==> src/shared/fm_ctrl_pkg.sv <==
// How it works
// - Deviation setting comes from the low six bits of the deviation register.
// - Bits 4..0 pick a gain step; bit 5 set halves the nominal deviation.
// - Codes 00000..00010 are not for normal use; code 00011 is calibration.
// - After reset the deviation field holds step 10101 with halving bit set.
// - Synthesis start: bit 2 high, bits 3, 4, 5 low in switch control.
// - Ten-bit frequency code is frequency register plus switch-control bits 7..6.
// - VCO target frequency equals the ten-bit code times 10 kHz.
// - Loop close: bit 4 high, bit 2 low; right channel keeps deviation.
package fm_ctrl_pkg;
	localparam int             ADDR_W          = 8;
	localparam int             DATA_W          = 32;
	localparam int             CODE_W          = 10;
	localparam int             KHZ_W           = 14;
	localparam logic [7:0]     IDX_DEVIATION   = 8'h05;
	localparam logic [7:0]     IDX_SWITCH      = 8'h06;
	localparam logic [7:0]     IDX_FREQUENCY   = 8'h07;
	localparam logic [7:0]     IDX_STATUS      = 8'h08;
	localparam logic [7:0]     RST_DEVIATION   = 8'h35;
	localparam logic [7:0]     RST_SWITCH      = 8'h00;
	localparam logic [7:0]     RST_FREQUENCY   = 8'h00;
	localparam int             DEV_HALF_BIT    = 5;
	localparam int             SW_DRIVE_BIT    = 2;
	localparam int             SW_SECBIAS_BIT  = 3;
	localparam int             SW_PDPATH_BIT   = 4;
	localparam int             SW_AUX_BIT      = 5;
	localparam int             SW_CODE_LO_BIT  = 6;
	localparam logic [4:0]     DEV_LAST_UNUSED = 5'h02;
	localparam logic [4:0]     DEV_CAL_STEP    = 5'h03;
	localparam logic [KHZ_W-1:0] STEP_KHZ      = 14'h000A;
	localparam logic [CODE_W-1:0] CODE_MIN     = 10'h1F4;
	localparam logic [CODE_W-1:0] CODE_MAX     = 10'h3E8;
endpackage

==> src/shared/synth_if.sv <==
`timescale 1ns/1ps
`default_nettype none
interface synth_if;
	logic [9:0]  code;
	logic [13:0] target_khz;
	logic        in_range;
	modport ctrl  (output code, input target_khz, input in_range);
	modport tuner (input code, output target_khz, output in_range);
endinterface
`default_nettype wire

==> src/hw/synth_tuner.sv <==
`timescale 1ns/1ps
`default_nettype none
module synth_tuner
	import fm_ctrl_pkg::*;
(
	input  wire logic  pclk,
	input  wire logic  presetn,
	synth_if.tuner     syn
);
	logic [KHZ_W-1:0] khz_q;
	logic [KHZ_W-1:0] khz_d;
	logic             range_q;
	logic             range_d;

	// Code times ten as shift and add
	always_comb begin
		khz_d   = KHZ_W'(({4'h0, syn.code} << 3) + ({4'h0, syn.code} << 1));
		range_d = (syn.code >= CODE_MIN) && (syn.code <= CODE_MAX);
	end

	always_ff @(posedge pclk or negedge presetn) begin
		if (!presetn) begin
			khz_q   <= '0;
			range_q <= 1'b0;
		end else begin
			khz_q   <= khz_d;
			range_q <= range_d;
		end
	end

	assign syn.target_khz = khz_q;
	assign syn.in_range   = range_q;
endmodule
`default_nettype wire

==> src/hw/fm_demod_synth_control.sv <==
// Our own choice: register access over APB.
`timescale 1ns/1ps
`default_nettype none
module fm_demod_synth_control
	import fm_ctrl_pkg::*;
(
	input  wire logic              pclk,
	input  wire logic              presetn,
	input  wire logic              psel,
	input  wire logic              penable,
	input  wire logic              pwrite,
	input  wire logic [ADDR_W-1:0] paddr,
	input  wire logic [DATA_W-1:0] pwdata,
	output logic      [DATA_W-1:0] prdata,
	output logic                   pready,
	output logic                   pslverr,
	output logic      [4:0]        dev_gain_step,
	output logic                   dev_half_scale,
	output logic                   dev_cal_setting,
	output logic                   dev_code_unusable,
	output logic                   synth_drive_switch,
	output logic                   secondary_bias_switch,
	output logic                   phase_detector_path_switch,
	output logic                   auxiliary_path_switch,
	output logic      [CODE_W-1:0] synth_frequency_code_out,
	output logic      [KHZ_W-1:0]  vco_target_khz,
	output logic                   code_in_range
);
	synth_if syn ();

	logic [7:0]        dev_q;
	logic [7:0]        dev_d;
	logic [7:0]        sw_q;
	logic [7:0]        sw_d;
	logic [7:0]        freq_q;
	logic [7:0]        freq_d;
	logic              pready_q;
	logic              pready_d;
	logic              pslverr_q;
	logic              pslverr_d;
	logic [DATA_W-1:0] prdata_q;
	logic [DATA_W-1:0] prdata_d;
	logic [4:0]        step_q;
	logic [4:0]        step_d;
	logic              half_q;
	logic              half_d;
	logic              cal_q;
	logic              cal_d;
	logic              unusable_q;
	logic              unusable_d;
	logic [3:0]        sw_out_q;
	logic [3:0]        sw_out_d;
	logic [CODE_W-1:0] code_q;
	logic [CODE_W-1:0] code_d;
	logic [7:0]        index;
	logic              mapped;
	logic              access;
	logic              commit;
	logic [7:0]        rd_byte;

	// Word index from byte address; low two bits must be zero
	always_comb begin
		index   = {2'b00, paddr[ADDR_W-1:2]};
		mapped  = (paddr[1:0] == 2'b00) && ((index == IDX_DEVIATION) || (index == IDX_SWITCH)
			|| (index == IDX_FREQUENCY) || (index == IDX_STATUS));
		access  = psel && penable && !pready_q;
		commit  = psel && penable && pready_q;
	end

	// Read mux
	always_comb begin
		case (index)
			IDX_DEVIATION: rd_byte = dev_q;
			IDX_SWITCH:    rd_byte = sw_q;
			IDX_FREQUENCY: rd_byte = freq_q;
			IDX_STATUS:    rd_byte = {5'h00, code_in_range, cal_q, unusable_q};
			default:       rd_byte = 8'h00;
		endcase
	end

	// Bus handshake: one wait state, answer registered
	always_comb begin
		pready_d  = access;
		pslverr_d = access && !mapped;
		prdata_d  = prdata_q;
		if (access) begin
			prdata_d = (!pwrite && mapped) ? {24'h00_0000, rd_byte} : 32'h0000_0000;
		end
	end

	// Register file writes take effect at the completing edge
	always_comb begin
		dev_d  = dev_q;
		sw_d   = sw_q;
		freq_d = freq_q;
		if (commit && pwrite && !pslverr_q) begin
			case (index)
				IDX_DEVIATION: dev_d  = pwdata[7:0];
				IDX_SWITCH:    sw_d   = pwdata[7:0];
				IDX_FREQUENCY: freq_d = pwdata[7:0];
				default: begin
					dev_d = dev_q;
				end
			endcase
		end
	end

	// Decoded outputs follow the registers one clock later
	always_comb begin
		step_d     = dev_q[4:0];
		half_d     = dev_q[DEV_HALF_BIT];
		cal_d      = (dev_q[4:0] == DEV_CAL_STEP);
		unusable_d = (dev_q[4:0] <= DEV_LAST_UNUSED);
		sw_out_d   = {sw_q[SW_AUX_BIT], sw_q[SW_PDPATH_BIT],
			sw_q[SW_SECBIAS_BIT], sw_q[SW_DRIVE_BIT]};
		code_d     = {sw_q[SW_CODE_LO_BIT+1], sw_q[SW_CODE_LO_BIT], freq_q};
	end

	// Bus answer registers
	always_ff @(posedge pclk or negedge presetn) begin
		if (!presetn) begin
			pready_q  <= 1'b0;
			pslverr_q <= 1'b0;
			prdata_q  <= 32'h0000_0000;
		end else begin
			pready_q  <= pready_d;
			pslverr_q <= pslverr_d;
			prdata_q  <= prdata_d;
		end
	end

	// Register file
	always_ff @(posedge pclk or negedge presetn) begin
		if (!presetn) begin
			dev_q  <= RST_DEVIATION;
			sw_q   <= RST_SWITCH;
			freq_q <= RST_FREQUENCY;
		end else begin
			dev_q  <= dev_d;
			sw_q   <= sw_d;
			freq_q <= freq_d;
		end
	end

	// Decoded outputs
	always_ff @(posedge pclk or negedge presetn) begin
		if (!presetn) begin
			step_q     <= RST_DEVIATION[4:0];
			half_q     <= RST_DEVIATION[DEV_HALF_BIT];
			cal_q      <= 1'b0;
			unusable_q <= 1'b0;
			sw_out_q   <= 4'h0;
			code_q     <= '0;
		end else begin
			step_q     <= step_d;
			half_q     <= half_d;
			cal_q      <= cal_d;
			unusable_q <= unusable_d;
			sw_out_q   <= sw_out_d;
			code_q     <= code_d;
		end
	end

	assign syn.code = code_q;

	synth_tuner u_tuner (
		.pclk    (pclk),
		.presetn (presetn),
		.syn     (syn.tuner)
	);

	assign prdata                     = prdata_q;
	assign pready                     = pready_q;
	assign pslverr                    = pslverr_q;
	assign dev_gain_step              = step_q;
	assign dev_half_scale             = half_q;
	assign dev_cal_setting            = cal_q;
	assign dev_code_unusable          = unusable_q;
	assign synth_drive_switch         = sw_out_q[0];
	assign secondary_bias_switch      = sw_out_q[1];
	assign phase_detector_path_switch = sw_out_q[2];
	assign auxiliary_path_switch      = sw_out_q[3];
	assign synth_frequency_code_out   = code_q;
	assign vco_target_khz             = syn.target_khz;
	assign code_in_range              = syn.in_range;
endmodule
`default_nettype wire

==> config.mk <==
export PLATFORM = sky130hd
export DESIGN_NAME = fm_demod_synth_control
export DESIGN_NICKNAME = d
export VERILOG_FILES = /design/src/shared/fm_ctrl_pkg.sv /design/src/shared/synth_if.sv /design/src/hw/synth_tuner.sv /design/src/hw/fm_demod_synth_control.sv
export SDC_FILE = /design/constraint.sdc
export NUM_CORES = 1
export LEC_CHECK = 0
export CORE_MARGIN = 3
export CORE_UTILIZATION = 55
export CTS_CLUSTER_DIAMETER = 60
export CTS_CLUSTER_SIZE = 14
export DETAILED_ROUTE_END_ITERATION = 16
export DONT_BUFFER_PORTS = 1
export GPL_TIMING_DRIVEN = 0
export PLACE_DENSITY = 0.81
export SETUP_SLACK_MARGIN = 0.5
export SLEW_MARGIN = 10
export SYNTH_ARGS = -nofsm -noshare
export SYNTH_HDL_FRONTEND = slang
export SYNTH_SLANG_ARGS = --single-unit
==> constraint.sdc <==
create_clock -name pclk -period 2.3 [get_ports pclk]
set_input_delay 0.575 -clock pclk [delete_from_list [all_inputs] [get_ports pclk]]
set_output_delay 0.575 -clock pclk [all_outputs]
set_load 0.01 [all_outputs]
==> results of run 1 <==
==> cell usage after synthesis (2+ instances only) <==
cell type	instances	area, sq um
dfrtp_1	62	1551
mux2_2	32	360.4
buf_4	27	202.7
a22o_1	13	113.9
nand2_1	9	33.78
o21ai_0	9	45.04
dfstp_2	8	210.2
ha_1	8	100.1
inv_1	7	26.28
nor2_1	6	22.52
a21oi_1	5	25.02
xnor2_1	4	35.03
xor2_1	4	35.03
a22oi_1	3	22.52
nand2b_1	3	18.77
nand3_1	3	15.01
nor2b_1	3	18.77
nor3_1	3	15.01
nor4_1	3	18.77
buf_2	2	10.01
clkbuf_1	2	7.510
nand2_2	2	12.51
nand3b_1	2	15.01
o31ai_1	2	15.01
==> logic make-up after synthesis <==
kind of cell,Yosys count,synth area share
other,1,0.001205
AND/OR/NAND/NOR,44,0.09288
XOR/XNOR,8,0.02251
buffers and inverters,38,0.07921
adder cells (fa/ha/maj),9,0.03860
flip-flops,70,0.5661
AO/OA/AOI/OAI,37,0.08364
multiplexers,32,0.1158
==> worst max-delay path, cell delays in order <==
cell and delay, ps:
or4b_4 570, nor3_4 200, nand2_2 90, nor2_4 120
buf_12 150, mux2_2 340
==> power breakdown <==
part / leakage, nW / internal, mW / switching, mW
Clock: 0.0877 / 0.451 / 0.415
Combinational: 0.759 / 0.0508 / 0.0536
Sequential: 0.936 / 1.25 / 0.0176
Total: 1.78 / 1.75 / 0.487
==> through the flow <==
stage	setup WS, ps	power, mW	cell area (sq um)
after floorplan	234.8	1.372	3221
after global placement	95.11	1.383	3308
after detailed placement	79.43	1.385	3308
after CTS	457.9	2.252	3542
after global routing	412.7	2.336	3618
final	477.4	2.235	3618
==> flip-flops by register name (all words and copies together) (netlist names), 4 cells and up <==
register / cells
u_tuner.syn.target_khz: 13
synth_frequency_code_out: 10
dev_q: 8
freq_q: 8
prdata: 8
sw_q: 8
dev_gain_step: 5
sw_out_q: 4
==> routing by layer <==
layer / global-route usage / up-vias / routed length (um)
li1: - / 874 / -
met1: 0.2341 / 928 / 2459
met2: 0.3539 / 82 / 3278
met3: 0.08980 / 7 / 551
met4: 0.09628 / 0 / 89
met5: 0 / - / 0
==> final timing paths <==
kind / start / to / cells after the start
min: presetn / freq_q[3]$_DFFE_PN0P_ / 0
max: paddr[6] / sw_q[4]$_DFFE_PN0P_ / 6
max in group asynchronous: presetn / dev_gain_step[0]$_DFF_PN1_ / 0
min in group pclk: pwdata[2] / sw_q[2]$_DFFE_PN0P_ / 1
min reg2reg: dev_q[5]$_DFFE_PN1P_ / dev_half_scale$_DFF_PN1_ / 0
max reg2reg: synth_frequency_code_out[2]$_DFF_PN0_ / u_tuner.syn.target_khz[11]$_DFF_PN0_ / 8
==> cell type report <==
type                            instances  area (sq um)  area share
Tap cell                               70         87.58     0.02420
Inverter                                7         26.28    0.007261
Buffer                                 31         220.2     0.06086
Timing Repair Buffer                    4         42.54     0.01176
Sequential cell                        70          1765      0.4879
Clock buffer                           15         166.4     0.04599
Multi-Input combinational cell        155          1305      0.3606
Clock inverter                          1         5.005    0.001383
==> repair_timing <==
item / in CTS / in global routing
endpoints found under the setup margin: 12 / 12
buffers inserted: 1 / 3
gates resized for setup: 9 / 12
hold endpoints to repair: 62 / 62
pin swaps: 2 / 3
==> results.sh, run 1 <==
export IMPL_status="complete, but fails checks"
export IMPL_violations="negative hold slack"
export IMPL_final_common_cell="dfrtp_1"
export IMPL_critPathKind="in2reg"
export IMPL_power_density_mw_per_mm2=617.8
export IMPL_root_buffer="clkbuf_8"
export IMPL_grt_max_degree=71
export IMPL_seq_area_frac_synth=0.5661
export IMPL_cp_end_kind="register"
export IMPL_slew_headroom=0.6035
export IMPL_cts_htree_levels=3
export IMPL_dr_pass1_iters=4
export IMPL_max_cap_violations=0
export IMPL_crit_path_start_kind="primary input"
export IMPL_yosysWarnings=0
export IMPL_clock_sinks=70
export IMPL_die_y_um=81.22
export IMPL_setup_viol=0
export IMPL_vias=1891
export IMPL_dp_hpwl_mm=4.366
export IMPL_grt_ovfl_total=0
export IMPL_period_minus_slack_ps=1823
export IMPL_finalWirelength_mm=6.378
export IMPL_stdcell_count=353
export IMPL_die_w_um=81.22
export IMPL_synthFlopType="dfrtp_1"
export IMPL_cp_required_ps=2520
export IMPL_rsz0062_at_grt="yes"
export IMPL_synth_edf_count=0
export IMPL_ir_drop_uv=513.6
export IMPL_skew_ps=13.03
export IMPL_timing_hold_ws_ps=-84.28
export IMPL_drt_iter0_markers=86
export IMPL_syn_cell_area_sq_mm=0.003112
export IMPL_hold_class="in2async"
export IMPL_cts_tree="done"
export IMPL_worst_pin_slew_ps=579.7
export IMPL_cts_clk_slew_worst_paths_ps=70
export IMPL_synth_cell_type_count=41
export IMPL_fp_coreArea_sq_mm=0.005303
export IMPL_numPortBuffers=0
export IMPL_crit_path_max_fanout=8
export IMPL_ys_ff_latch=70
export IMPL_drtAntennaViolNets=0
export IMPL_grt_use_total=0.2118
export IMPL_nFillCells=389
export IMPL_fin_tns_setup_ps=0
export IMPL_rrSetupSlack_ps=500
export IMPL_antenna_found_initial=0
export IMPL_clockBufferDepth=2
export IMPL_area_growth_pct=16.28
export IMPL_period_share=0.7924
export IMPL_io_pins=116
export IMPL_async_flop_share=1.000
export IMPL_synth_area_per_cell_sq_um=13.02
export IMPL_fmax_mhz=548.7
export IMPL_cts_buffers=9
export IMPL_finish_utilization=0.6824
export IMPL_drive_above_1_share=0.3887
export IMPL_grt_pass1_wl_mm=10.06
export IMPL_routabilityCongestion=0.7640
export IMPL_die_area_sq_mm=0.006596
export IMPL_slew_violations=0
export IMPL_clkLatencyLatePin_ps=350
export IMPL_grt_pass1_vias=1987
export IMPL_mostFrequentLayoutCells="59 x dfrtp_1, 30 x buf_4, 26 x mux2_2"
export IMPL_viasPerCell=5.357
export IMPL_wl_per_cell_um=18.07
export IMPL_netlist_instances=239
export IMPL_start_util=0.5868
export IMPL_diodes=0
export IMPL_rows=26
export IMPL_hold_viol_final=62
export IMPL_dp_cells=333
export IMPL_p_leak_nw=1.782
export IMPL_post_route_drc_count=0
export IMPL_arrival_ps=2040
export IMPL_final_nets=332
No activity file was read; power rests on OpenSTA's default activity.
==> run 2, diff against run 1 <==
- clock period: 2.3 -> 1.8 ns (I/O delays scaled with it)
==> run 2 against run 1 <==
The flow finishes with violations (negative hold slack, negative setup slack). Critical path type is now reg2reg. Power is 47% higher. Register-to-register slack worse by 520 ps. Sequential share of layout area fell by 3.6 points. Combinational power is 39% higher. First-iteration DRC count up 26%. Die area stayed put. Global-route usage increased by 0.29 points. Cell area increased by 8.6%. Largest cell class unchanged.
==> results.sh, run 2 (synthesis gave the netlist of run 1 again) <==
export IMPL_crit_path_max_fanout=5
export IMPL_clkLatencyLatePin_ps=340
export IMPL_wl_per_cell_um=18.07
export IMPL_drtAntennaViolNets=0
export IMPL_cp_slowest_stage_delay_ps=480
export IMPL_finish_utilization=0.7409
export IMPL_period_minus_slack_ps=1823
export IMPL_finalWirelength_mm=6.578
export IMPL_p_leak_nw=1.924
export IMPL_drive_above_1_share=0.4796
export IMPL_path_buf_inv=1
export IMPL_timing_final_ws_setup_ps=-22.96
export IMPL_numPortBuffers=0
export IMPL_dp_hpwl_mm=4.380
export IMPL_dr_pass1_iters=4
export IMPL_fp_coreArea_sq_mm=0.005303
export IMPL_critPathKind="reg2reg"
export IMPL_io_pins=116
export IMPL_diodes=0
export IMPL_rows=26
export IMPL_clockBufferDepth=2
export IMPL_grt_use_total=0.2147
export IMPL_rsz0062_at_grt="yes"
export IMPL_hold_viol_final=70
export IMPL_ir_drop_uv=615.5
export IMPL_fin_tns_setup_ps=-22.96
export IMPL_skew_ps=9.331
export IMPL_p_total_mw=3.279
export IMPL_mostFrequentLayoutCells="51 x dfrtp_1, 37 x buf_4, 25 x conb_1"
export IMPL_grt_max_degree=71
export IMPL_fmax_mhz=548.6
export IMPL_hold_class="in2async"
export IMPL_violations="negative hold slack, negative setup slack"
export IMPL_cp_top_family="adder cells"
export IMPL_antenna_found_initial=0
export IMPL_area_growth_pct=26.26
export IMPL_final_common_cell="dfrtp_1"
export IMPL_cts_clk_slew_worst_paths_ps=80
export IMPL_status="complete, but fails checks"
export IMPL_cts_htree_levels=3
export IMPL_largest_reg_flops=13
export IMPL_cp_end_kind="register"
export IMPL_stdcell_count=364
export IMPL_grt_ovfl_total=0
export IMPL_final_area_sq_mm=0.003929
export IMPL_routabilityCongestion=0.8043
export IMPL_start_util=0.5868
export IMPL_grt_pass1_vias=2033
export IMPL_cp_required_ps=2020
export IMPL_cts_buffers=9
export IMPL_dpl_cell_area_sq_mm=0.003400
export IMPL_dp_cells=333
export IMPL_clock_sinks=70
export IMPL_arrival_ps=2040
export IMPL_final_nets=343
export IMPL_die_area_sq_mm=0.006596
export IMPL_crit_path_start_kind="register"
export IMPL_post_route_drc_count=0
export IMPL_vias=1983
export IMPL_slew_violations=0
export IMPL_drt_iter0_markers=108
export IMPL_die_w_um=81.22
export IMPL_period_share=1.013
export IMPL_timing_hold_ws_ps=-209.7
export IMPL_max_cap_violations=0
export IMPL_viasPerCell=5.448
export IMPL_cts_tree="done"
export IMPL_path_cells="ha_4, inv_2, fa_2, nor2b_2, o21ai_2, o22ai_2, o41ai_2, xnor2_1"
export IMPL_power_density_mw_per_mm2=834.7
export IMPL_slowest_stage="dfrtp_2"
export IMPL_setup_viol=1
export IMPL_grt_pass1_wl_mm=10.39
export IMPL_die_y_um=81.22
export IMPL_root_buffer="clkbuf_8"
==> run 2: cell types whose count changed in the layout (fill, tap and decap cells not counted), moves of 5 or more <==
cell	previous run	this run
dfrtp_1	59	51
clkbuf_1	6	1
buf_6	0	5
mux2_4	6	24
dfrtp_2	3	11
mux2_2	26	8
buf_4	30	37
==> run 2: final timing paths <==
kind,from,to,slack [ps],cells past startpoint
max in group asynchronous,presetn,dev_q[4]$_DFFE_PN1P_,1800,0
min reg2reg,dev_q[5]$_DFFE_PN1P_,dev_half_scale$_DFF_PN1_,390,0
min in group pclk,pwdata[3],freq_q[3]$_DFFE_PN0P_,250,1
max,synth_frequency_code_out[2]$_DFF_PN0_,u_tuner.syn.target_khz[11]$_DFF_PN0_,-20,8
min,presetn,u_tuner.syn.target_khz[9]$_DFF_PN0_,-210,0
max reg2reg,synth_frequency_code_out[2]$_DFF_PN0_,u_tuner.syn.target_khz[11]$_DFF_PN0_,-20,8
==> run 2: layer usage <==
layer | global-route usage | wire length, um
met4 | 0.1115 | 127
met3 | 0.06319 | 601
met2 | 0.3481 | 3247
met5 | 0 | 0
met1 | 0.2593 | 2601
==> run 2: cell type report <==
class / instances / area (sq um)
Buffer: 31 / 236.5
Clock buffer: 10 / 127.6
Multi-Input combinational cell: 155 / 1433
Fill cell: 347 / 1374
Clock inverter: 6 / 110.1
Inverter: 7 / 26.28
Tap cell: 70 / 87.58
Sequential cell: 70 / 1775
Timing Repair Buffer: 15 / 132.6
==> run 2: power breakdown <==
group	leakage [nW]	internal, mW	switching (mW)
Clock	0.112	0.918	0.599
Sequential	0.923	1.59	0.0233
Combinational	0.888	0.0733	0.0720
==> run 2: metrics by stage <==
stage	hold slack, ps	setup WS, ps
2_1_floorplan	154.4	-140.2
3_3_place_gp	155.9	-282.8
3_5_place_dp	155.9	-298.1
4_1_cts	-215.2	-8.464
5_1_grt	-225.1	-135.6
6_report	-209.7	-22.96
==> run 2: what timing repair did <==
item                                   4_1_cts  5_1_grt
setup buffers                               11        4
setup endpoints to repair                   48       52
resized for setup                           36       16
endpoints found under the hold margin       70       70
pin swaps                                   15        7
